**config.mk**
```make
export PLATFORM = sky130hd
export DESIGN_NAME = scwp_control_serial_port
export DESIGN_NICKNAME = d
export VERILOG_FILES = /design/src/verilog/scwp_pkg.sv /design/src/verilog/scwp_control_serial_port.sv
export VERILOG_INCLUDE_DIRS = /design/src /design/src/verilog
export SDC_FILE = /design/constraint.sdc
export NUM_CORES = 1
export LEC_CHECK = 0
export CELL_PAD_IN_SITES_DETAIL_PLACEMENT = 0
export CELL_PAD_IN_SITES_GLOBAL_PLACEMENT = 1
export CORE_MARGIN = 2
export CORE_UTILIZATION = 50
export CTS_BUF_LIST = sky130_fd_sc_hd__clkbuf_4 sky130_fd_sc_hd__clkbuf_8
export DETAILED_ROUTE_END_ITERATION = 10
export DONT_BUFFER_PORTS = 1
export MAX_ROUTING_LAYER = met4
export PLACE_DENSITY = 0.82
export SETUP_SLACK_MARGIN = 0.02
export SLEW_MARGIN = 10
export SYNTH_ARGS = -nofsm -noshare
export SYNTH_HDL_FRONTEND = slang
export SYNTH_SLANG_ARGS = --single-unit
```
**constraint.sdc**
```tcl
create_clock -name clk_sys -period 21.6 [get_ports clk_sys]
set_input_delay 4.32 -clock clk_sys [delete_from_list [all_inputs] [get_ports clk_sys]]
set_output_delay 4.32 -clock clk_sys [all_outputs]
set_load 0.01 [all_outputs]
```
**src/verilog/scwp_defines.svh**
```systemverilog
// constants for the control serial port command front end
//
// Overview of operation
// - every control transfer is one whole 32-bit word, shifted as one unit
// - first word holds a 2-bit command code and a 30-bit target address
// - second word holds the 32-bit payload stored at that address
// - each word transfer returns one 32-bit status word, twice per write
// - command code 00 is a register write; other codes are reserved
// - 30-bit write space splits into one-megabyte banks chosen by upper bits
// - addresses count bytes, but only whole 32-bit words are written
// - one read-only status word; the register space is write-only
// - status bit 31 set when the next word is a data word
// - status bits 30:24 give the number of queued commands awaiting execution
// - status bit 23 is 1 once the transmit reset sequence is done
// - status bit 16 mirrors the live receiver synchronisation output
// - a write to bank zero offset 0x0 refreshes status and queues nothing
// - status bits 7:4 hold the board identifier, bits 3:0 the version
// - bank 0 is subsystem control, bank 1 receiver core, bank 2 transmitter core
`ifndef SCWP_DEFINES_SVH
`define SCWP_DEFINES_SVH

`define SCWP_WORD_BITS      32
`define SCWP_CNT_LAST       6'h1f
`define SCWP_CMD_MSB        31
`define SCWP_CMD_LSB        30
`define SCWP_CMD_WRITE      2'h0
`define SCWP_BANK_MSB       29
`define SCWP_BANK_LSB       20
`define SCWP_BANK_CTRL      10'h000
`define SCWP_BANK_RX        10'h001
`define SCWP_BANK_TX        10'h002
`define SCWP_POLL_ADDR      30'h00000000

`define SCWP_ST_PHASE       31
`define SCWP_ST_FILL_MSB    30
`define SCWP_ST_FILL_LSB    24
`define SCWP_ST_TX_DONE     23
`define SCWP_ST_TX_GT       22
`define SCWP_ST_TX_CORE     21
`define SCWP_ST_TX_SYNC     20
`define SCWP_ST_RX_DONE     19
`define SCWP_ST_RX_GT       18
`define SCWP_ST_RX_CORE     17
`define SCWP_ST_RX_SYNC     16
`define SCWP_ST_TX_EMPTY    13
`define SCWP_ST_TX_ERROR    12
`define SCWP_ST_RX_FULL     10
`define SCWP_ST_RX_EMPTY    9
`define SCWP_ST_RX_ERROR    8
`define SCWP_ST_ID_LSB      4
`define SCWP_ST_VER_LSB     0

`define SCWP_FILL_RESET     7'h00
`define SCWP_BOARD_ID_DEF   4'h5
`define SCWP_VERSION_DEF    4'h1
`define SCWP_QUEUE_DEPTH    16

`endif

```
**src/verilog/scwp_pkg.sv**
```systemverilog
// types shared by the control serial port command front end
`default_nettype none
package scwp_pkg;

  typedef enum logic {SCWP_ADDR_NEXT, SCWP_DATA_NEXT} scwp_phase_t;

  // live system state that the status word reports
  typedef struct packed {
    logic txRstDone;
    logic txTransceiverInReset;
    logic txCoreInReset;
    logic txSync;
    logic rxRstDone;
    logic rxTransceiverInReset;
    logic rxCoreInReset;
    logic rxSync;
    logic txEmpty;
    logic txError;
    logic rxFull;
    logic rxEmpty;
    logic rxError;
  } scwp_health_t;

  // one decoded write waiting for execution
  typedef struct packed {
    logic [9:0]  bank;
    logic [19:0] offset;
    logic [31:0] data;
    logic        bankCtrl;
    logic        bankRx;
    logic        bankTx;
  } scwp_cmd_t;

  // serial pins of the control port
  typedef struct packed {
    logic sclk;
    logic csB;
    logic mosi;
  } scwp_pins_t;

endpackage : scwp_pkg
`default_nettype wire

```
**src/verilog/scwp_control_serial_port.sv**
```systemverilog
// control serial port slave: two-word writes into a command queue, status word out
`timescale 1ns/10ps
`default_nettype none
`include "scwp_defines.svh"

module scwp_control_serial_port #(
  parameter int         QUEUE_DEPTH = `SCWP_QUEUE_DEPTH,
  parameter logic [3:0] BOARD_ID    = `SCWP_BOARD_ID_DEF, // arbitrary value
  parameter logic [3:0] VERSION     = `SCWP_VERSION_DEF   // arbitrary value
) (
  input  wire logic                  clk_sys,
  input  wire logic                  rst_b,
  input  wire scwp_pkg::scwp_pins_t  ctlPins,
  output logic                       ctlMiso,
  input  wire scwp_pkg::scwp_health_t health,
  output logic                       cmdValid,
  input  wire logic                  cmdReady,
  output scwp_pkg::scwp_cmd_t        cmdOut,
  output logic [6:0]                 queueFill,
  output logic                       cmdDropped,
  output logic                       frameError
);

  localparam int PW = (QUEUE_DEPTH > 1) ? $clog2(QUEUE_DEPTH) : 1;

  typedef struct packed {
    logic                sclkPrev;
    logic                csPrev;
    logic [5:0]          bitCnt;
    logic                reload;
    logic [31:0]         rxShift;
    logic [31:0]         txShift;
    scwp_pkg::scwp_phase_t phase;
    logic [31:0]         firstWord;
    logic [PW-1:0]       wrPtr;
    logic [PW-1:0]       rdPtr;
    logic [6:0]          fill;
    logic                dropped;
    logic                frameErr;
  } scwp_state_t;

  scwp_state_t            st_reg;
  scwp_state_t            st_next;
  scwp_pkg::scwp_cmd_t    queueMem [QUEUE_DEPTH];
  logic                   pushEn;
  scwp_pkg::scwp_cmd_t    pushCmd;

  // assemble the outgoing status word from live state
  function automatic logic [31:0] status_word(
    input scwp_pkg::scwp_phase_t  ph,
    input logic [6:0]             fl,
    input scwp_pkg::scwp_health_t h
  );
    logic [31:0] w;
    w = 32'h00000000; // unused bits read zero
    w[`SCWP_ST_PHASE] = (ph == scwp_pkg::SCWP_DATA_NEXT);
    w[`SCWP_ST_FILL_MSB:`SCWP_ST_FILL_LSB] = fl;
    w[`SCWP_ST_TX_DONE] = h.txRstDone;
    w[`SCWP_ST_TX_GT]   = h.txTransceiverInReset;
    w[`SCWP_ST_TX_CORE] = h.txCoreInReset;
    w[`SCWP_ST_TX_SYNC] = h.txSync;
    w[`SCWP_ST_RX_DONE] = h.rxRstDone;
    w[`SCWP_ST_RX_GT]   = h.rxTransceiverInReset;
    w[`SCWP_ST_RX_CORE] = h.rxCoreInReset;
    w[`SCWP_ST_RX_SYNC] = h.rxSync;
    w[`SCWP_ST_TX_EMPTY] = h.txEmpty;
    w[`SCWP_ST_TX_ERROR] = h.txError;
    w[`SCWP_ST_RX_FULL]  = h.rxFull;
    w[`SCWP_ST_RX_EMPTY] = h.rxEmpty;
    w[`SCWP_ST_RX_ERROR] = h.rxError;
    w[`SCWP_ST_ID_LSB +: 4]  = BOARD_ID;
    w[`SCWP_ST_VER_LSB +: 4] = VERSION;
    return w;
  endfunction : status_word

  // split a command word and its data into a queue entry
  function automatic scwp_pkg::scwp_cmd_t decode_cmd(
    input logic [31:0] first,
    input logic [31:0] data
  );
    scwp_pkg::scwp_cmd_t c;
    c.bank     = first[`SCWP_BANK_MSB:`SCWP_BANK_LSB];
    c.offset   = first[`SCWP_BANK_LSB-1:0];
    c.data     = data;
    c.bankCtrl = (c.bank == `SCWP_BANK_CTRL);
    c.bankRx   = (c.bank == `SCWP_BANK_RX);
    c.bankTx   = (c.bank == `SCWP_BANK_TX);
    return c;
  endfunction : decode_cmd

  function automatic logic [PW-1:0] ptr_inc(input logic [PW-1:0] p);
    logic [PW-1:0] n;
    if (p == PW'(QUEUE_DEPTH - 1)) begin
      n = '0;
    end else begin
      n = p + PW'(1);
    end
    return n;
  endfunction : ptr_inc

  logic        sclkRise;
  logic        sclkFall;
  logic        frameStart;
  logic        frameEnd;
  logic [31:0] rxWord;
  logic        wordDone;
  logic        popEn;
  logic        queueFull;

  always_comb begin
    sclkRise   = ctlPins.sclk & ~st_reg.sclkPrev;
    sclkFall   = ~ctlPins.sclk & st_reg.sclkPrev;
    frameStart = ~ctlPins.csB & st_reg.csPrev;
    frameEnd   = ctlPins.csB & ~st_reg.csPrev;
    rxWord     = {st_reg.rxShift[30:0], ctlPins.mosi};
    // a word counts only when its 32nd bit arrives inside the frame
    wordDone   = ~ctlPins.csB & sclkRise & (st_reg.bitCnt == `SCWP_CNT_LAST);
    queueFull  = (st_reg.fill == 7'(QUEUE_DEPTH));
    popEn      = cmdReady & (st_reg.fill != 7'h00);
  end

  always_comb begin
    st_next  = st_reg;
    pushEn   = 1'b0;
    pushCmd  = decode_cmd(st_reg.firstWord, rxWord);
    st_next.sclkPrev = ctlPins.sclk;
    st_next.csPrev   = ctlPins.csB;
    st_next.dropped  = 1'b0;
    st_next.frameErr = 1'b0;

    if (frameStart) begin
      // fresh status for the first word of a frame
      st_next.txShift = status_word(st_reg.phase, st_reg.fill, health);
      st_next.bitCnt  = 6'h00;
      st_next.reload  = 1'b0;
    end else if (frameEnd) begin
      // a frame that stops mid-word loses only the partial word; phase and first word are kept
      st_next.frameErr = (st_reg.bitCnt != 6'h00);
      st_next.bitCnt   = 6'h00;
      st_next.reload   = 1'b0;
    end else if (~ctlPins.csB) begin
      if (sclkRise) begin
        st_next.rxShift = rxWord;
        st_next.bitCnt  = st_reg.bitCnt + 6'h01;
        if (wordDone) begin
          st_next.bitCnt = 6'h00;
          st_next.reload = 1'b1;
          if (st_reg.phase == scwp_pkg::SCWP_ADDR_NEXT) begin
            st_next.firstWord = rxWord;
            st_next.phase     = scwp_pkg::SCWP_DATA_NEXT;
          end else begin
            st_next.phase = scwp_pkg::SCWP_ADDR_NEXT;
            // only code 00 writes; reserved codes and polls queue nothing
            if (st_reg.firstWord[`SCWP_CMD_MSB:`SCWP_CMD_LSB] == `SCWP_CMD_WRITE &&
                st_reg.firstWord[`SCWP_BANK_MSB:0] != `SCWP_POLL_ADDR) begin
              if (queueFull) begin
                st_next.dropped = 1'b1;
              end else begin
                pushEn = 1'b1;
              end
            end
          end
        end
      end else if (sclkFall) begin
        if (st_reg.reload) begin
          // back-to-back words in one frame: status again, phase now updated
          st_next.txShift = status_word(st_reg.phase, st_reg.fill, health);
          st_next.reload  = 1'b0;
        end else begin
          st_next.txShift = {st_reg.txShift[30:0], 1'b0};
        end
      end
    end

    if (pushEn) begin
      st_next.wrPtr = ptr_inc(st_reg.wrPtr);
    end
    if (popEn) begin
      st_next.rdPtr = ptr_inc(st_reg.rdPtr);
    end
    // queue depth seen by the host, counted as pushes minus pops
    if (pushEn && !popEn) begin
      st_next.fill = st_reg.fill + 7'h01;
    end else if (popEn && !pushEn) begin
      st_next.fill = st_reg.fill - 7'h01;
    end
  end

  always_ff @(posedge clk_sys or negedge rst_b) begin
    if (!rst_b) begin
      st_reg.sclkPrev  <= 1'b0;
      st_reg.csPrev    <= 1'b1;
      st_reg.bitCnt    <= 6'h00;
      st_reg.reload    <= 1'b0;
      st_reg.rxShift   <= 32'h00000000;
      st_reg.txShift   <= 32'h00000000;
      st_reg.phase     <= scwp_pkg::SCWP_ADDR_NEXT;
      st_reg.firstWord <= 32'h00000000;
      st_reg.wrPtr     <= '0;
      st_reg.rdPtr     <= '0;
      st_reg.fill      <= `SCWP_FILL_RESET;
      st_reg.dropped   <= 1'b0;
      st_reg.frameErr  <= 1'b0;
    end else begin
      st_reg <= st_next;
    end
  end

  // queue storage has no reset: entries are only read below the fill level
  always_ff @(posedge clk_sys) begin
    if (pushEn) begin
      queueMem[st_reg.wrPtr] <= pushCmd;
    end
  end

  always_comb begin
    ctlMiso    = st_reg.txShift[31]; // status shifts out msb first
    cmdValid   = (st_reg.fill != 7'h00);
    cmdOut     = queueMem[st_reg.rdPtr];
    queueFill  = st_reg.fill;
    cmdDropped = st_reg.dropped;
    frameError = st_reg.frameErr;
  end

endmodule : scwp_control_serial_port
`default_nettype wire

```
==> results by group, run 1 <==
Clock tree
  • Clock Latency Late Sink: 850 ps
  • H-tree depth: 4
  • Clock root cell: clkbuf_8
  • Reg clk slew, reported paths: 60 ps
  • Post-CTS setup buffer count: 0
  • Clock Sinks: 1162
  • Max Root-Sink Buffers: 3
  • Cts repair resizes: 0
  • CTS tree: yes
  • TritonCTS Buffers: 174
  • Cts hold-fix bufs: 0

Die
  • Core Area: 0.08865 mm^2
  • Initial Util: 50.59%
  • Rows: 109
  • Die Wd: 303.5 um
  • Total die area: 0.09211 mm^2
  • # IOs: 95
  • Die H: 303.5 um

Power and ir drop
  • Leakage: 16.89 nW
  • Comb pwr share: 0.5%
  • VDD IR-drop max: 0.00006218 V
  • Psw: 0.0008770 W
  • Seq pwr share: 57.5%
  • Clock power frac: 42.0%
  • Net Sw Frac: 20.39%
  • Int Power: 0.003425 W
  • Power per Cell Area: 86.51 mW/mm^2
  • Pwr Total: 0.004302 W

Cells and area
  • Max reg flops: 1040
  • Fill count: 6290
  • Final Core Density: 56.09%
  • Share of layout cells above drive strength 1: 34.02%
  • Final Cell Area: 0.04972 mm^2
  • Area grow syn2layout: 10.87%
  • Final #Nets: 2077

Drt
  • Residual DRC: 0
  • First-pass detailed-route iteration total: 7
  • Drt wl/cell: 28.74 um
  • Iter 0 DRT Violations: 2213
  • Routed Antenna Nets: 0
  • Vias per cell: 6.106
  • Vias: 20.43k
  • WL final: 96.15 mm

Yosys
  • Syn_nets: 1975
  • Yosys top cell by area: edfxtp_1
  • Share of flip-flops with an asynchronous set or reset: 10.50%
  • Top cells by area, synth: edfxtp_1 (70%), mux4_2 (16%), dfrtp_1 (6.8%)
  • Post-synth top area share: 69.64%
  • Sequential area share after synthesis: 76.45%
  • Synthesized area: 0.04485 mm^2
  • Gate Count Post-Synth: 1936
  • Yosys Warn Count: 0
  • Primary FF master, synth: edfxtp_1
  • Count leader, synth: edfxtp_1
  • Number of synthesized register bits: 1162
  • Top post-synthesis cells by count: edfxtp_1 (1040), mux4_2 (325), dfrtp_1 (121)
  • Post-synth EDFFs: 1040
  • Mean Syn Cell Area: 23.17 um^2
  • Yosys cell types: 56

Global routing
  • GRT Util Overall: 22.11%
  • First-pass GRT wire length: 141.2 mm
  • GRT overflow: 0
  • Number of global-route vias before repair: 21.48k
  • Antenna violations before repair: 4
  • Largest net degree at the start of global routing: 123

Placed design
  • Placed cell area: 0.04614 mm^2
  • PortBufs: 0
  • DP Wirelength: 49.52 mm
  • Routability cong.: 0.7469

Outcome
  • Outcome: complete, no violations

STA
  • Final period utilization: 42.85%
  • Max Freq: 108.1 MHz
  • Tmin final: 9255 ps
  • Setup violators final: 0
  • Slew of the pin with the lowest slew margin: 1161 ps
  • Sum Neg Setup Slack: 0 ps
  • Clock skew: 41.98 ps
  • Hold Fails Final Rpt: 0
  • Max-slew violations: 0
  • RSZ-0062 raised after global routing: no
  • Worst relative slew slack: 22.60%

Worst setup path
  • Crit-path cells: buf_4 > buf_4 > mux4_2 > mux4_2
  • Startpoint types: flop
  • Worst R2R Start: pushCmd[57]$_DFFE_PN0P_
  • Max FO, Critical Path: 71
  • Required @ worst endpoint: 17280 ps
  • Crit path from: st_reg[10]$_DFFE_PN0P_
  • Slowest stage delay, CP: 1010 ps
  • Slowest cell on crit path: dfrtp_4
  • Element type at the critical path end: output port
  • Crit Path Category: reg2out
  • Worst R2R Path Depth: 7
  • Critical path arrival: 4930 ps

Hold path
  • Hold path start: st_reg[50]$_DFFE_PN0P_
  • Hold Crit Class: reg2reg
  • Hold depth: 2

Flow run
  • Max-cap violations: 0
-- worst max-delay path, delay by kind of cell, from the launching register on --
family   cells  cell delay, ps
buf+inv      2            1850
mux          2            1030
flops        1            1010
-- worst paths after layout --
path,end,slack [ps]
min in group asynchronous,st_reg[117]$_DFFE_PN0P_,3190
max reg2reg,queueMem[0][32]$_DFFE_PP_,17230
max in group asynchronous,pushCmd[21]$_DFFE_PN0P_,18140
max,cmdOut[12],12350
min reg2reg,st_reg[50]$_DFFE_PN0P_,480
min,st_reg[50]$_DFFE_PN0P_,480
-- cells in the final DEF (no fill, tap or decap), drive strengths merged, types with 3 or more instances in the layout --
cell / synthesis / final
nor4b: 5 / 5
diode: 0 / 3
nor2: 11 / 11
nor4bb: 3 / 3
dfrtp: 121 / 121
bufinv: 0 / 6
edfxtp: 1040 / 1040
clkbuf: 54 / 242
nor3b: 3 / 3
mux4: 325 / 325
ha: 19 / 19
buf: 54 / 34
nor3: 7 / 7
nor4: 13 / 13
a21oi: 11 / 11
o21ai: 27 / 27
and4b: 8 / 8
nand4: 3 / 3
xnor2: 5 / 5
nand3: 3 / 3
xor2: 4 / 4
and4: 4 / 4
or4: 3 / 3
clkinv: 0 / 55
o31ai: 25 / 25
or3: 3 / 3
nand2: 64 / 64
inv: 13 / 25
mux2: 66 / 66
nand2b: 3 / 3
mux2i: 21 / 21
-- per-layer routing --
layer / track usage, % / up-vias / wire length, um
met5: - / - / 0
met4: 7.365 / 0 / 2375
met3: 5.747 / 168 / 7785
met2: 34.33 / 877 / 48230
met1: 28.75 / 10970 / 37770
li1: - / 8420 / -
-- power by group through the flow --
stage / Combinational [W] / Clock (W) / Sequential, W
finish: 0.0000225 / 0.00181 / 0.00247
global route: 0.0000257 / 0.00194 / 0.00247
detailed placement: 0.0000228 / 0 / 0.00252
CTS: 0.0000229 / 0.00184 / 0.00247
floorplan: 0.0000186 / 0 / 0.00251
global placement: 0.0000213 / 0 / 0.00251
-- through the flow --
stage	hold slack (ps)	instances	setup WS [ps]
CTS	487.2	3343	12300
global placement	458.9	3027	13320
detailed placement	472.4	3027	13230
floorplan	448.3	1936	9400
global route	516.2	3344	12160
finish	482.1	3346	12350
-- layout make-up --
type                            count  area [um^2]  area share (%)
Antenna cell                        3        7.507         0.01510
Tap cell                         1165         1458           2.932
Multi-Input combinational cell    653        10070           20.26
Inverter                           13        48.80         0.09814
Sequential cell                  1162        34300           68.98
Clock buffer                      242         2943           5.919
Clock inverter                     74        625.6           1.258
Timing Repair Buffer               34        267.8          0.5385
-- cell families after synthesis --
logic type      count (synthesis)  synth area share (%)
fa+ha+maj                      20                0.5747
xor+xnor                        9                0.1757
flops                        1162                 76.45
simple gates                  140                 1.805
compound gates                 72                 1.004
mux                           412                 18.70
buf+inv                       121                 1.297
No activity file was read; power rests on OpenSTA's default activity.
==> inputs of run 2 (changes only) <==
--- a/config.mk
+++ b/config.mk
@@ -6,6 +6,7 @@
 export SDC_FILE = /design/constraint.sdc
 export NUM_CORES = 1
 export LEC_CHECK = 0
+export ABC_AREA = 1
 export CELL_PAD_IN_SITES_DETAIL_PLACEMENT = 0
 export CELL_PAD_IN_SITES_GLOBAL_PLACEMENT = 1
 export CORE_MARGIN = 2
@@ -14,7 +15,7 @@
 export DETAILED_ROUTE_END_ITERATION = 10
 export DONT_BUFFER_PORTS = 1
 export MAX_ROUTING_LAYER = met4
-export PLACE_DENSITY = 0.82
+export PLACE_DENSITY = 0.89
 export SETUP_SLACK_MARGIN = 0.02
 export SLEW_MARGIN = 10
 export SYNTH_ARGS = -nofsm -noshare
==> constraint.sdc (replaced) <==
create_clock -name clk_sys -period 7.6 [get_ports clk_sys]
set_input_delay 1.52 -clock clk_sys [delete_from_list [all_inputs] [get_ports clk_sys]]
set_output_delay 1.52 -clock clk_sys [all_outputs]
set_load 0.01 [all_outputs]
==> run 2 against run 1 <==
Net effect:
- global-route usage is 1.8 points higher
- sequential power rose to 2.9 times the previous value
- total power grew to 3.8 times the previous value
- final cell count grew 44%
- register-to-register slack worse by 14000 ps
- first-iteration DRC count rose by 60%
- critical path depth is 2 higher
- synthesized area is 2.4% higher
- worst setup slack worse by 11000 ps
- utilization down 0.88 points
- synthesized cell count rose by 81%
- routed wire length rose by 15%
- largest power group unchanged
==> results by group, run 2 <==
Outcome
  • Outcome: complete, no violations (unchanged)

Global routing
  • Number of global-route vias before repair: 27.28k (was 21.48k)
  • Met1 Use GR: 30.97% (was 28.75%)
  • First-pass GRT wire length: 165.5 mm (was 141.2 mm)
  • GR Layer Usage met3: 4.742% (was 5.747%)
  • Busiest layer in global routing: met2 (unchanged)
  • GRT Util Overall: 23.93% (was 22.11%)
  • GRT overflow: 0 (unchanged)
  • Met2 usage: 38.07% (was 34.33%)
  • Largest net degree at the start of global routing: 279 (was 123)
  • Antenna violations before repair: 1 (was 4)

Clock tree
  • Max Root-Sink Buffers: 3 (unchanged)
  • H-tree depth: 4 (unchanged)
  • Post-CTS setup buffer count: 0 (unchanged)
  • Reg clk slew, reported paths: 60 ps (about the same)
  • TritonCTS Buffers: 179 (was 174)
  • Clock root cell: clkbuf_8 (unchanged)
  • Cts hold-fix bufs: 0 (unchanged)
  • Cts repair resizes: 0 (unchanged)
  • CTS tree: yes (unchanged)
  • Clock Sinks: 1162 (unchanged)
  • Clock Latency Late Sink: 880 ps (was 850 ps)

Placed design
  • DP Wirelength: 56.35 mm (was 49.52 mm)
  • Routability cong.: 0.8013 (was 0.7469)
  • PortBufs: 0 (unchanged)
  • Placed cell area: 0.04698 mm^2 (was 0.04614 mm^2)
  • Post-place setup slack: 2700 ps (was 13230 ps)

Cells and area
  • Final Cell Area: 0.05046 mm^2 (was 0.04972 mm^2)
  • Final #Nets: 3535 (was 2077)
  • Final Core Density: 55.21% (was 56.09%)
  • Area grow syn2layout: 9.838% (was 10.87%)
  • Most frequent cells in the layout: edfxtp_1 (1040), nor2_1 (727), o21ai_0 (457) (was edfxtp_1 (1040), mux4_2 (325), clkbuf_8 (180))
  • Max reg flops: 1040 (unchanged)
  • Share of layout cells above drive strength 1: 10.30% (was 34.02%)
  • Most common cell after layout, fill and taps aside: edfxtp_1 (unchanged)

Worst setup path
  • Critical path arrival: 4310 ps (was 4930 ps)
  • Startpoint types: flop (unchanged)
  • Crit path from: st_reg[9]$_DFFE_PN0P_ (was st_reg[10]$_DFFE_PN0P_)
  • Max FO, Critical Path: 85 (was 71)
  • Crit Path Category: reg2out (unchanged)
  • Required @ worst endpoint: 6080 ps (was 17280 ps)
  • Worst R2R Start: pushCmd[61]$_DFFE_PN0P_ (was pushCmd[57]$_DFFE_PN0P_)
  • Element type at the critical path end: output port (unchanged)

STA
  • Setup violators final: 0 (unchanged)
  • Max-slew violations: 0 (unchanged)
  • Worst relative slew slack: 15.68% (was 22.60%)
  • RSZ-0062 raised after global routing: no (unchanged)
  • Final period utilization: 76.66%
  • Setup WS post-layout: 1774 ps (was 12350 ps)
  • Sum Neg Setup Slack: 0 ps (unchanged)
  • Clock skew: 45.51 ps (was 41.98 ps)
  • Max Freq: 171.6 MHz
  • Slew of the pin with the lowest slew margin: 1265 ps (was 1161 ps)
  • Hold Fails Final Rpt: 0 (unchanged)
  • Tmin final: 5826 ps

Yosys
  • Share of flip-flops with an asynchronous set or reset: 10.50% (unchanged)
  • Primary FF master, synth: edfxtp_1 (unchanged)
  • Yosys Warn Count: 0 (unchanged)
  • Top cells by area, synth: edfxtp_1 (68%), dfrtp_1 (6.6%), nor2_1 (6.1%) (was edfxtp_1 (70%), mux4_2 (16%), dfrtp_1 (6.8%))
  • Yosys cell types: 41 (was 56)
  • Synthesized area: 0.04594 mm^2 (was 0.04485 mm^2)
  • Count leader, synth: edfxtp_1 (unchanged)
  • Post-synth EDFFs: 1040 (unchanged)
  • Number of synthesized register bits: 1162 (unchanged)
  • Mean Syn Cell Area: 13.10 um^2 (was 23.17 um^2)
  • Syn_nets: 3545 (was 1975)
  • Sequential area share after synthesis: 74.63% (was 76.45%)
  • Post-synth top area share: 67.98% (was 69.64%)
  • Gate Count Post-Synth: 3506 (was 1936)
  • Yosys top cell by area: edfxtp_1 (unchanged)
  • Top post-synthesis cells by count: edfxtp_1 (1040), nor2_1 (745), o21ai_0 (457) (was edfxtp_1 (1040), mux4_2 (325), dfrtp_1 (121))

Power and ir drop
  • Leakage: 18.11 nW (was 16.89 nW)
  • Power per Cell Area: 320.6 mW/mm^2 (was 86.51 mW/mm^2)
  • VDD IR-drop max: 0.0003945 V (was 0.00006218 V)
  • Pwr Total: 0.01618 W (was 0.004302 W)

Drt
  • First-pass detailed-route iteration total: 6 (was 7)
  • Iter 0 DRT Violations: 3534 (was 2213)
  • Vias per cell: 5.898 (was 6.106)
  • Routed Antenna Nets: 0 (unchanged)
  • Residual DRC: 0 (unchanged)
  • Vias: 28.48k (was 20.43k)
  • Drt wl/cell: 22.83 um (was 28.74 um)
  • WL final: 110.2 mm (was 96.15 mm)

Flow run
  • Max-cap violations: 0 (unchanged)

Die
  • Core Area: 0.09139 mm^2 (was 0.08865 mm^2)
  • Initial Util: 50.27% (was 50.59%)
  • # IOs: 95 (unchanged)
  • Die H: 307.1 um (was 303.5 um)
  • Die Wd: 307.1 um (was 303.5 um)
  • Rows: 111 (was 109)
  • Total die area: 0.09431 mm^2 (was 0.09211 mm^2)

Hold path
  • Hold Crit Class: in2async (was reg2reg)
run 2: stage by stage:
step / std cells / hold slack, ps
finish: 4828 / 359.8
global placement: 4501 / 488.5
detailed placement: 4501 / 493.8
global route: 4827 / 327.3
floorplan: 3506 / 474.0
CTS: 4826 / 307.1
run 2: final cells by class:
class                      count  area, um^2
antenna                        2       5.005
clock buffer                 265        3134
clock inverter                60       337.8
fill                        7291       40930
inverter                      95       366.6
multi-input combinational   2013       10410
sequential                  1162       34300
tap                         1186        1484
timing repair buffer          45       425.4
run 2: cells by family after synthesis:
group | Yosys count | share of synthesized area, %
AOI/OAI and AO/OA | 782 | 10.58
xor gates and xnor gates | 8 | 0.1525
adders and majority gates | 20 | 0.5611
buffers and inverters | 331 | 3.045
DFF | 1162 | 74.63
muxes | 48 | 1.049
and+or+nand+nor | 1155 | 9.977
run 2: worst max-delay path, cell delays in order (launching register included):
cell and delay [ps]:
dfrtp_4 870, buf_4 750, buf_4 810, o21ai_0 250, o221ai_1 240, nand3_1 90, nand3_1 300
run 2: power breakdown:
part	switching [W]	internal, W	leakage, nW	total, W
Sequential	0.000203	0.00698	12.3	0.00718
Combinational	0.00282	0.00116	3.94	0.00398
Clock	0.00237	0.00265	1.83	0.00502
Total	0.00539	0.0108	18.1	0.0162
run 2: worst paths after layout:
check                                      endpoint  slack, ps  depth (start not counted)
min                         st_reg[116]$_DFFE_PN0P_        360                          0
max                                      cmdOut[23]       1770                          6
max reg2reg                queueFill[6]$_DFFE_PN0P_       3230                         17
max in group asynchronous     st_reg[121]$_DFF_PN1_       6990                          0
min reg2reg                  st_reg[57]$_DFFE_PN0P_        510                          2
min in group clk_sys         st_reg[57]$_DFFE_PN0P_        510                          2
run 2: routing by layer:
metal  vias up  part of all wire (%)
li1      12880                     -
met1     14110                    40
met2      1279                    49
met3       204                   8.6
met4         0                   2.8
met5         -                     0
